`src/hdl/ats_params.svh`:
```
// Constants of the antenna tuner sequencer: widths, offsets, resets, timing
// Functional notes
// Magnitude input high means antenna impedance above 50 ohm, low means below.
// Phase input high means inductive antenna, low means capacitive.
// Raise ready once reflected level falls below the configured threshold.
// Capacitive antenna: step inductors up from smallest until phase turns inductive, sample magnitude.
// After inductor sweep: below 50 ohm match with tx-side caps, above with antenna-side.
// Inductive antenna: step antenna-side caps up until capacitive, then choose bank by magnitude.
// Tx-side capacitor bank is 8 relay bits, 30 pF to 3800 pF, LED each.
// Inductor bank is 11 relay bits of doubling weight from smallest element, LED each.
// Antenna-side capacitor bank is 7 relay bits, 15 pF to 960 pF, LED each.
// Tune request goes to the sequencer; key drives the antenna relay directly.
// Attenuator is inserted in the transmit path while tuning runs.
// Fault output whenever a supply rail is bad or power switch is off.
// Manual switch raises manual output and banks follow the local switches.
// Local exciter-retune switch is passed on to the main unit.
// Main unit starts matching by driving the tune request.
// Ready drops when a new tune request begins, stays low until done.
`ifndef ATS_PARAMS_SVH
`define ATS_PARAMS_SVH
`define ATS_CA_W 8
`define ATS_L_W 11
`define ATS_CB_W 7
`define ATS_ADDR_W 8
`define ATS_OFS_THRESH 8'h00
`define ATS_OFS_STATUS 8'h04
`define ATS_OFS_IRQ_STAT 8'h08
`define ATS_OFS_IRQ_MASK 8'h0C
`define ATS_OFS_BANKS 8'h10
`define ATS_RST_THRESH 8'h10
`define ATS_RST_MASK 4'h0
`define ATS_IRQ_DONE 0
`define ATS_IRQ_FAIL 1
`define ATS_IRQ_FAULT 2
`define ATS_IRQ_MANUAL 3
`define ATS_CLK_MHZ 20
`define ATS_SETTLE_US 5000
`define ATS_SETTLE_CYC (`ATS_SETTLE_US * `ATS_CLK_MHZ)
`endif

```
`src/hdl/ats_pkg.sv`:
```
// Types of the antenna tuner sequencer
package ats_pkg;
    // Gray coded along idle-start-sweep-match-done
    typedef enum logic [2:0] {
        ATS_IDLE = 3'h0,
        ATS_START = 3'h1,
        ATS_SWEEP = 3'h3,
        ATS_MATCH = 3'h2,
        ATS_DONE = 3'h6,
        ATS_FAIL = 3'h7
    } ats_state_t;
endpackage : ats_pkg

```
`src/hdl/ats_sync.sv`:
```
// Three-stage pin synchroniser with agreement filter
`timescale 1ns/1ps
`default_nettype none
module ats_sync #(
    parameter int W = 1
) (
    input wire logic clk,
    input wire logic nrst,
    input wire logic [W-1:0] d,
    output logic [W-1:0] q
);
    logic [W-1:0] s1_reg;
    logic [W-1:0] s2_reg;
    logic [W-1:0] s3_reg;

    // Chain; only stage two reads stage one
    always_ff @(posedge clk)
    begin
        if (!nrst)
        begin
            s1_reg <= '0;
            s2_reg <= '0;
            s3_reg <= '0;
        end
        else
        begin
            s1_reg <= d;
            s2_reg <= s1_reg;
            s3_reg <= s2_reg;
        end
    end

    // A bit changes only once stages two and three agree
    always_ff @(posedge clk)
    begin
        if (!nrst)
        begin
            q <= '0;
        end
        else
        begin
            q <= (s2_reg & s3_reg) | (q & (s2_reg | s3_reg));
        end
    end
endmodule : ats_sync
`default_nettype wire

```
`src/hdl/ats_top.sv`:
```
// Antenna tuner sequencer: relay bank stepping, link lines, register port
//
// Added by the designer: the address-and-strobe port and the address map.
`timescale 1ns/1ps
`default_nettype none
`include "ats_params.svh"
module ats_top
    import ats_pkg::*;
#(
    parameter int SETTLE_CYC = `ATS_SETTLE_CYC
) (
    input wire logic clk,
    input wire logic nrst,
    input wire logic tune_in,
    input wire logic key_in,
    input wire logic mag_above_in,
    input wire logic phase_ind_in,
    input wire logic manual_sw,
    input wire logic rail12_ok,
    input wire logic rail5_ok,
    input wire logic pwr_sw_on,
    input wire logic retune_sw,
    input wire logic [`ATS_CA_W-1:0] man_ca_sw,
    input wire logic [`ATS_L_W-1:0] man_l_sw,
    input wire logic [`ATS_CB_W-1:0] man_cb_sw,
    input wire logic [7:0] refl_level,
    input wire logic [`ATS_ADDR_W-1:0] addr,
    input wire logic [31:0] wdata,
    input wire logic wr_stb,
    input wire logic rd_stb,
    output logic [31:0] rdata,
    output logic ready_out,
    output logic fault_out,
    output logic manual_out,
    output logic exciter_retune,
    output logic ant_relay,
    output logic atten_on,
    output logic [`ATS_CA_W-1:0] tx_side_cond_bank,
    output logic [`ATS_L_W-1:0] inductor_bank,
    output logic [`ATS_CB_W-1:0] antenna_side_cond_bank,
    output logic irq
);
    logic [34:0] sync_q;
    logic tune_s, key_s, mag_s, phase_s, manual_s;
    logic r12_bad_s, r5_bad_s, pwr_off_s, retune_s;
    logic [`ATS_CA_W-1:0] man_ca_s;
    logic [`ATS_L_W-1:0] man_l_s;
    logic [`ATS_CB_W-1:0] man_cb_s;
    logic tune_d_reg, tune_rise, fault_d_reg, manual_d_reg;
    ats_state_t state_reg;
    logic [`ATS_CA_W-1:0] ca_reg;
    logic [`ATS_L_W-1:0] l_reg;
    logic [`ATS_CB_W-1:0] cb_reg;
    logic sweep_l_reg, start_ph_reg, use_cb_reg, kick_reg;
    logic done_p_reg, fail_p_reg;
    logic [23:0] cnt_reg;
    logic settled;
    logic [7:0] thresh_reg;
    logic [3:0] irq_stat_reg, irq_mask_reg, irq_ev, irq_clr;
    logic fault_next;

    // All pin inputs except refl_level pass the three-stage synchroniser
    // Rail and power lines enter inverted, so the zero reset of the chain reads healthy and no false fault follows reset
    ats_sync #(
        .W(35)
    ) u_sync (
        .clk(clk),
        .nrst(nrst),
        .d({tune_in, key_in, mag_above_in, phase_ind_in, manual_sw, ~rail12_ok, ~rail5_ok,
            ~pwr_sw_on, retune_sw, man_ca_sw, man_l_sw, man_cb_sw}),
        .q(sync_q)
    );

    // Split synchronised vector
    assign {tune_s, key_s, mag_s, phase_s, manual_s, r12_bad_s, r5_bad_s, pwr_off_s, retune_s,
            man_ca_s, man_l_s, man_cb_s} = sync_q;

    // True when all bits of a bank of width w are set
    function automatic logic bank_full(input logic [10:0] v, input logic [3:0] w);
        logic [10:0] m;
        m = 11'((12'h001 << w) - 12'h001);
        return (v & m) == m;
    endfunction : bank_full

    // Edge memory of tune, fault and manual lines
    always_ff @(posedge clk)
    begin
        if (!nrst)
        begin
            tune_d_reg <= 1'b0;
            fault_d_reg <= 1'b0;
            manual_d_reg <= 1'b0;
        end
        else
        begin
            tune_d_reg <= tune_s;
            fault_d_reg <= fault_next;
            manual_d_reg <= manual_s;
        end
    end

    // tune feeds sequencer
    assign tune_rise = tune_s & ~tune_d_reg;

    // Relay settle timer; restarted by every bank change so the detectors
    // are never read while contacts are still bouncing
    always_ff @(posedge clk)
    begin
        if (!nrst)
        begin
            cnt_reg <= 24'h00_0000;
        end
        else if (kick_reg)
        begin
            cnt_reg <= 24'(SETTLE_CYC - 1);
        end
        else if (cnt_reg != 24'h00_0000)
        begin
            cnt_reg <= cnt_reg - 24'h00_0001;
        end
    end

    assign settled = (cnt_reg == 24'h00_0000) && !kick_reg;

    // Tuning sequencer; manual mode halts it, a new tune restarts from zero
    always_ff @(posedge clk)
    begin
        if (!nrst)
        begin
            state_reg <= ATS_IDLE;
            ca_reg <= '0;
            l_reg <= '0;
            cb_reg <= '0;
            sweep_l_reg <= 1'b0;
            start_ph_reg <= 1'b0;
            use_cb_reg <= 1'b0;
            kick_reg <= 1'b0;
            done_p_reg <= 1'b0;
            fail_p_reg <= 1'b0;
        end
        else
        begin
            kick_reg <= 1'b0;
            done_p_reg <= 1'b0;
            fail_p_reg <= 1'b0;
            if (manual_s)
            begin
                state_reg <= ATS_IDLE;
            end
            else if (tune_rise)
            begin
                state_reg <= ATS_START;
                ca_reg <= '0;
                l_reg <= '0;
                cb_reg <= '0;
                kick_reg <= 1'b1;
            end
            else
            begin
                case (state_reg)
                    ATS_START:
                    begin
                        if (settled)
                        begin
                            // phase high is inductive
                            start_ph_reg <= phase_s;
                            sweep_l_reg <= ~phase_s;
                            // capacitive sweeps inductors from smallest
                            if (!phase_s)
                                l_reg <= 11'h001;
                            else
                                cb_reg <= 7'h01;
                            kick_reg <= 1'b1;
                            state_reg <= ATS_SWEEP;
                        end
                    end
                    ATS_SWEEP:
                    begin
                        if (settled)
                        begin
                            if (phase_s != start_ph_reg)
                            begin
                                // magnitude high is above 50 ohm
                                use_cb_reg <= mag_s;
                                // bank chosen by sampled magnitude
                                if (mag_s)
                                begin
                                    if (sweep_l_reg)
                                        cb_reg <= 7'h01;
                                end
                                else
                                begin
                                    ca_reg <= 8'h01;
                                    cb_reg <= '0;
                                end
                                kick_reg <= 1'b1;
                                state_reg <= ATS_MATCH;
                            end
                            else if (sweep_l_reg ? bank_full(l_reg, 4'hB) : bank_full(11'(cb_reg), 4'h7))
                            begin
                                fail_p_reg <= 1'b1;
                                state_reg <= ATS_FAIL;
                            end
                            else
                            begin
                                // inductive sweeps antenna-side caps
                                if (sweep_l_reg)
                                    l_reg <= l_reg + 11'h001;
                                else
                                    cb_reg <= cb_reg + 7'h01;
                                kick_reg <= 1'b1;
                            end
                        end
                    end
                    ATS_MATCH:
                    begin
                        if (settled)
                        begin
                            // done when reflection under threshold
                            if (refl_level < thresh_reg)
                            begin
                                done_p_reg <= 1'b1;
                                state_reg <= ATS_DONE;
                            end
                            else if (use_cb_reg ? !bank_full(11'(cb_reg), 4'h7) : !bank_full(11'(ca_reg), 4'h8))
                            begin
                                if (use_cb_reg)
                                    cb_reg <= cb_reg + 7'h01;
                                else
                                    ca_reg <= ca_reg + 8'h01;
                                kick_reg <= 1'b1;
                            end
                            else if (!bank_full(l_reg, 4'hB))
                            begin
                                // Capacitor range exhausted: next inductor step
                                if (use_cb_reg)
                                    cb_reg <= 7'h01;
                                else
                                    ca_reg <= 8'h01;
                                l_reg <= l_reg + 11'h001;
                                kick_reg <= 1'b1;
                            end
                            else
                            begin
                                fail_p_reg <= 1'b1;
                                state_reg <= ATS_FAIL;
                            end
                        end
                    end
                    default:
                    begin
                        state_reg <= state_reg;
                    end
                endcase
            end
        end
    end

    // ready cleared by new tune or manual
    always_ff @(posedge clk)
    begin
        if (!nrst)
            ready_out <= 1'b0;
        else if (tune_rise || manual_s)
            ready_out <= 1'b0;
        else if (done_p_reg)
            ready_out <= 1'b1;
    end

    // fault from rails and power switch
    assign fault_next = r12_bad_s || r5_bad_s || pwr_off_s;

    // Link outputs and relay drivers, all registered
    always_ff @(posedge clk)
    begin
        if (!nrst)
        begin
            fault_out <= 1'b0;
            manual_out <= 1'b0;
            exciter_retune <= 1'b0;
            ant_relay <= 1'b0;
            atten_on <= 1'b0;
        end
        else
        begin
            fault_out <= fault_next;
            // manual mode indication
            manual_out <= manual_s;
            // retune switch passed on
            exciter_retune <= retune_s;
            // key drives antenna relay
            ant_relay <= key_s;
            // attenuator during tuning
            atten_on <= (state_reg == ATS_START) || (state_reg == ATS_SWEEP) || (state_reg == ATS_MATCH);
        end
    end

    // bank relays and LEDs, R8 and R9 alike
    always_ff @(posedge clk)
    begin
        if (!nrst)
        begin
            tx_side_cond_bank <= '0;
            inductor_bank <= '0;
            antenna_side_cond_bank <= '0;
        end
        else
        begin
            // local switches win in manual
            tx_side_cond_bank <= manual_s ? man_ca_s : ca_reg;
            inductor_bank <= manual_s ? man_l_s : l_reg;
            antenna_side_cond_bank <= manual_s ? man_cb_s : cb_reg;
        end
    end

    // Interrupt events and write-one-to-clear; a new event beats the clear
    assign irq_ev = {manual_s ^ manual_d_reg, fault_next & ~fault_d_reg, fail_p_reg, done_p_reg};
    assign irq_clr = (wr_stb && addr == `ATS_OFS_IRQ_STAT) ? wdata[3:0] : 4'h0;

    always_ff @(posedge clk)
    begin
        if (!nrst)
            irq_stat_reg <= 4'h0;
        else
            irq_stat_reg <= (irq_stat_reg & ~irq_clr) | irq_ev;
    end

    assign irq = |(irq_stat_reg & irq_mask_reg);

    // Writable registers
    always_ff @(posedge clk)
    begin
        if (!nrst)
        begin
            thresh_reg <= `ATS_RST_THRESH;
            irq_mask_reg <= `ATS_RST_MASK;
        end
        else if (wr_stb)
        begin
            if (addr == `ATS_OFS_THRESH)
                thresh_reg <= wdata[7:0];
            else if (addr == `ATS_OFS_IRQ_MASK)
                irq_mask_reg <= wdata[3:0];
        end
    end

    // Read data in the cycle after the strobe only; unmapped reads zero
    always_ff @(posedge clk)
    begin
        if (!nrst)
            rdata <= 32'h0000_0000;
        else if (!rd_stb)
            rdata <= 32'h0000_0000;
        else if (addr == `ATS_OFS_THRESH)
            rdata <= {24'h00_0000, thresh_reg};
        else if (addr == `ATS_OFS_STATUS)
            rdata <= {21'h00_0000, state_reg, 1'b0, phase_s, mag_s, manual_s, fault_out,
                      state_reg == ATS_FAIL, atten_on, ready_out};
        else if (addr == `ATS_OFS_IRQ_STAT)
            rdata <= {28'h000_0000, irq_stat_reg};
        else if (addr == `ATS_OFS_IRQ_MASK)
            rdata <= {28'h000_0000, irq_mask_reg};
        else if (addr == `ATS_OFS_BANKS)
            rdata <= {6'h00, antenna_side_cond_bank, inductor_bank, tx_side_cond_bank};
        else
            rdata <= 32'h0000_0000;
    end
endmodule : ats_top
`default_nettype wire

```
`config.mk`:
```
export PLATFORM = sky130hd
export DESIGN_NAME = ats_top
export DESIGN_NICKNAME = d
export VERILOG_FILES = /design/src/hdl/ats_pkg.sv /design/src/hdl/ats_sync.sv /design/src/hdl/ats_top.sv
export VERILOG_INCLUDE_DIRS = /design/src /design/src/hdl
export SDC_FILE = /design/constraint.sdc
export NUM_CORES = 1
export LEC_CHECK = 0
export ABC_AREA = 1
export BUFFER_PORTS_ARGS = -buffer_cell sky130_fd_sc_hd__buf_2
export CAP_MARGIN = 20
export CELL_PAD_IN_SITES_DETAIL_PLACEMENT = 1
export CELL_PAD_IN_SITES_GLOBAL_PLACEMENT = 2
export CORE_MARGIN = 4
export CORE_UTILIZATION = 35
export DETAILED_ROUTE_END_ITERATION = 12
export PLACE_DENSITY_LB_ADDON = 0.12
export SLEW_MARGIN = 20
export SYNTH_ARGS = -nofsm -noshare
export SYNTH_HDL_FRONTEND = slang
export SYNTH_SLANG_ARGS = --single-unit
```
`constraint.sdc`:
```
create_clock -name clk -period 4.1 [get_ports clk]
set_clock_uncertainty 0.2 [all_clocks]
set_input_delay 0.615 -clock clk [delete_from_list [all_inputs] [get_ports clk]]
set_output_delay 0.615 -clock clk [all_outputs]
set_load 0.02 [all_outputs]
```
==> flow_summary.ini <==
[worst_setup_path]
worst_setup_path_start_kind = flip-flop
r2r-end = cb_reg[2]
worstSetupStartpoint = cb_reg[0]
critical_path.slowest_cell = sky130_fd_sc_hd__dfxtp_1
worst_ep_arrival_time_ns = 2.76
timing.rr.start = cb_reg[0]
critPathCapture = cb_reg[2]
rr_worst_depth = 13
worst_path_most_repeated_cell = sky130_fd_sc_hd__nand2_1
crit_path_class = reg2reg
cp-end-kind = flip-flop
worstPathMaxFanout = 6
reg2reg_slack_ns = 1.62
crit_path_cell_trace = ha_1 -> nand2_1 -> nor2_1 -> nand4_1 -> nand2_2 -> nand2_1 -> nand3_1 -> nand2_1 -> nor2_4 -> nand2_2 -> nand2_1 -> nand2_1 -> nor2_1
worst-endpoint-required_ns = 4.38
cp_slowest_stage_delay_ns = 0.39

[final_layout]
final.fill_count = 3709
final_core_util_pct = 42.6
antenna-diode-count = 0
layout-drive-gt1-share_pct = 14.8
layout-area-overhead-vs-synth_pct = 19.8
nNetsFinal = 1612

[place]
place_hpwl_um = 20600
dp_slack_ns = 1.09
globalplace.congestion = 0.881
io_buffer_count = 121

[sta]
final.hold.worst_slack_ns = 0.0499
worst_slack_ns = 1.62
worstMarginPinSlew_ns = 1.11
max_freq_mhz = 404
timing_hold_violations_final = 0
grt_setup_unrepaired = no
max-slew-margin-rel_pct = 25.1
finalSetupTns_ns = 0
finalWorstPathRequiredPeriod_ns = 2.48
timing.final.max_slew_violations = 0
period_share_pct = 60.4
setup_viol = 0

[grt]
grt_pass1_wl_um = 46500
grt_max_degree = 161
grt_remaining_overflow = 0
via_count_of_the_first_global_routing_pass = 9037
grt_antenna_before_repair = 0
grt.total_usage_pct = 16.9

[drt]
drcViolationCount = 0
drt_iter0_markers = 347
avgViaCountPerCell = 4.55
wl_per_cell_um = 14.6
routed_wl_um = 28100
postRouteAntennaNets = 0
dr.pass1.iters = 4
via_count = 8772

[clocking]
cts_buffers = 30
clock_tree.buffer_depth = 3
clk_latency_ns = 0.55
cts.reportedPaths.clkPinSlew_ns = 0.06
htree_num_levels = 1
clock_sink_count = 274
root_buffer = sky130_fd_sc_hd__clkbuf_16
cts_setup_buffers = 0
tritoncts_clock_tree = yes

[synthesis]
syn-mean-instance-area_um2 = 7.62
synth.ff_latch_count = 274
yosysUniqueCellTypes = 45
xor_and_xnor_fraction_of_the_mapped_netlist_area_pct = 1.82
netlist_instances = 1388
synth_fa_ha_area_share_pct = 1.30
synthesis.area_mm2 = 0.0106
synth_compound_area_share_pct = 10.0
seq_area_frac_synth_pct = 51.9
synth.mux.area_fraction_pct = 0
synth_top_family_by_area = simple AND/OR/NAND/NOR gates
synth_simple_gate_area_share_pct = 25.3
yosysWarnings = 0

[pwr]
clock_power_share_pct = 41.7
power.internal_mw = 5.01
cellPowerDensity_mw_per_mm2 = 547
power_switching_mw = 1.91
vdd_drop_max_uv = 227
switching_power_as_a_share_of_total_power_pct = 27.6
power.share.sequential_pct = 42.2
pwr-share-comb_pct = 16.1
p_leak_nw = 6.03

[floorplanning]
num_rows = 63
chipWidth_um = 182
die_y_um = 182
pin_count = 152
fp.dieArea_mm2 = 0.0330
start_util_pct = 35.6
design.core.area_mm2 = 0.0297

[flow_run]
max-cap-violations = 0

[worst_hold_path]
worstHoldPathType = in2reg

[run_status]
run_status = finished clean
[final cells by class]
class                   count  area (µm²)  share of cell area [%]
flip-flops and latches    274        5490                    43.3
multi-input cells         858        4090                    32.3
clock buffers              40         870                    6.87
inverters                 221         830                    6.55
repair buffers            129         688                    5.43
well taps                 390         488                    3.85
clock inverters            15         213                    1.68
[timing repair]
action / CTS / global route
hold endpoints to repair: 3 / 0
hold buffers: 3 / 0
resized for setup: 0 / 0
[cell usage in the layout, fill, tap and decap left out, types with 5 or more instances in the layout]
master,synthesis,routed
sky130_fd_sc_hd__nor2_4,6,6
sky130_fd_sc_hd__bufinv_16,0,5
sky130_fd_sc_hd__clkinv_2,0,6
sky130_fd_sc_hd__a31oi_1,10,10
sky130_fd_sc_hd__nor4_1,5,5
sky130_fd_sc_hd__ha_1,11,11
sky130_fd_sc_hd__nor3_1,11,11
sky130_fd_sc_hd__nor2_1,189,189
sky130_fd_sc_hd__buf_2,2,120
sky130_fd_sc_hd__conb_1,1,6
sky130_fd_sc_hd__nor2_2,12,12
sky130_fd_sc_hd__clkbuf_8,0,6
sky130_fd_sc_hd__xnor2_1,7,7
sky130_fd_sc_hd__buf_4,6,5
sky130_fd_sc_hd__nand2_2,10,10
sky130_fd_sc_hd__xor2_1,15,15
sky130_fd_sc_hd__or2_2,6,6
sky130_fd_sc_hd__inv_2,5,5
sky130_fd_sc_hd__nand4_1,14,14
sky130_fd_sc_hd__nand3_1,51,51
sky130_fd_sc_hd__nand2_1,298,298
sky130_fd_sc_hd__inv_1,214,214
sky130_fd_sc_hd__dfxtp_1,274,274
sky130_fd_sc_hd__a21oi_1,79,79
sky130_fd_sc_hd__clkbuf_16,0,31
sky130_fd_sc_hd__nand3b_1,8,8
sky130_fd_sc_hd__o21ai_0,89,89
[routing by layer]
layer	share of wire (%)	GRT usage [%]
met1	51	24.6
met2	43	26.1
met3	5.1	2.94
met4	1.8	3.90
met5	0	0
[synthesized netlist by cell type]
cell / number / share of area, %
sky130_fd_sc_hd__buf_4: 6 / 0.43
sky130_fd_sc_hd__conb_1: 1 / 0.035
sky130_fd_sc_hd__dfxtp_1: 274 / 52
sky130_fd_sc_hd__xnor2_1: 7 / 0.58
sky130_fd_sc_hd__o21bai_1: 4 / 0.28
sky130_fd_sc_hd__o211ai_1: 4 / 0.28
sky130_fd_sc_hd__or3_1: 1 / 0.059
sky130_fd_sc_hd__nand4_1: 14 / 0.83
sky130_fd_sc_hd__xor2_1: 15 / 1.2
sky130_fd_sc_hd__nor2_2: 12 / 0.71
sky130_fd_sc_hd__o21ai_0: 89 / 4.2
sky130_fd_sc_hd__nand3b_1: 8 / 0.57
sky130_fd_sc_hd__inv_1: 214 / 7.6
sky130_fd_sc_hd__nor4_1: 5 / 0.30
sky130_fd_sc_hd__nor2_8: 1 / 0.19
sky130_fd_sc_hd__nand2_2: 10 / 0.59
sky130_fd_sc_hd__ha_1: 11 / 1.3
sky130_fd_sc_hd__nand3_2: 4 / 0.38
sky130_fd_sc_hd__nand2_1: 298 / 11
sky130_fd_sc_hd__and3_1: 1 / 0.059
sky130_fd_sc_hd__buf_8: 1 / 0.14
sky130_fd_sc_hd__a22o_1: 4 / 0.33
sky130_fd_sc_hd__a21oi_2: 1 / 0.083
sky130_fd_sc_hd__inv_2: 5 / 0.18
sky130_fd_sc_hd__a221oi_1: 1 / 0.083
sky130_fd_sc_hd__a21boi_0: 1 / 0.071
sky130_fd_sc_hd__a22oi_1: 1 / 0.071
sky130_fd_sc_hd__nor2_1: 189 / 6.7
sky130_fd_sc_hd__or2_2: 6 / 0.36
sky130_fd_sc_hd__nor3_2: 1 / 0.095
sky130_fd_sc_hd__a21oi_1: 79 / 3.7
sky130_fd_sc_hd__clkbuf_1: 28 / 0.99
sky130_fd_sc_hd__nand4_2: 1 / 0.12
sky130_fd_sc_hd__nor2_4: 6 / 0.64
sky130_fd_sc_hd__o21ai_2: 1 / 0.083
sky130_fd_sc_hd__nand2_4: 1 / 0.11
sky130_fd_sc_hd__nor3_1: 11 / 0.52
sky130_fd_sc_hd__a211oi_1: 1 / 0.071
sky130_fd_sc_hd__nand3_1: 51 / 2.4
sky130_fd_sc_hd__o21a_1: 2 / 0.14
sky130_fd_sc_hd__buf_1: 3 / 0.11
sky130_fd_sc_hd__clkinv_1: 2 / 0.071
sky130_fd_sc_hd__nor3b_1: 1 / 0.071
sky130_fd_sc_hd__a31oi_1: 10 / 0.59
sky130_fd_sc_hd__buf_2: 2 / 0.095
[worst max-delay path, delay by kind of cell (launching register included)]
kind	cells	cell delay, ns
fa+ha+maj	1	0.19
flops	1	0.39
simple gates	12	1.63
[kinds of logic after synthesis]
| group | count (synthesis) |
|---|---|
| xor+xnor | 22 |
| fa+ha+maj | 11 |
| simple gates | 621 |
| buf+inv | 261 |
| compound gates | 198 |
| other cells | 1 |
| flops | 274 |
[worst min path at each step]
| stage | from | end | slack, ns | cells past startpoint |
|---|---|---|---|---|
| 2_1_floorplan | u_sync.s1_reg[0] | u_sync.s2_reg[0] | 0.19 | 2 |
| 3_3_place_gp | u_sync.s1_reg[29] | u_sync.s2_reg[29] | 0.19 | 2 |
| 3_5_place_dp | u_sync.s1_reg[14] | u_sync.s2_reg[14] | 0.20 | 2 |
| 4_1_cts | man_l_sw[7] | u_sync.s1_reg[14] | 0.01 | 3 |
| 5_1_grt | man_l_sw[8] | u_sync.s1_reg[15] | 0.03 | 3 |
| 6_report | man_l_sw[8] | u_sync.s1_reg[15] | 0.05 | 3 |
[stage by stage]
step           power [mW]  std cells  instance area [µm²]
2_1_floorplan        3.81       1393                10600
4_1_cts              7.04       1927                12700
3_5_place_dp         4.09       1869                11500
6_report             6.93       1927                12700
3_3_place_gp         4.07       1869                11500
5_1_grt              7.33       1927                12700
[power by group through the flow]
stage                     clock network (mW)  registers [mW]  logic (mW)
final                                   2.89            2.92        1.11
after global routing                    3.10            2.94        1.30
after CTS                               2.99            2.92        1.13
after detailed placement                   0            2.98        1.11
after global placement                     0            2.97        1.09
after floorplan                            0            2.95       0.867
Note: power is estimated with default switching activity, not from simulation.
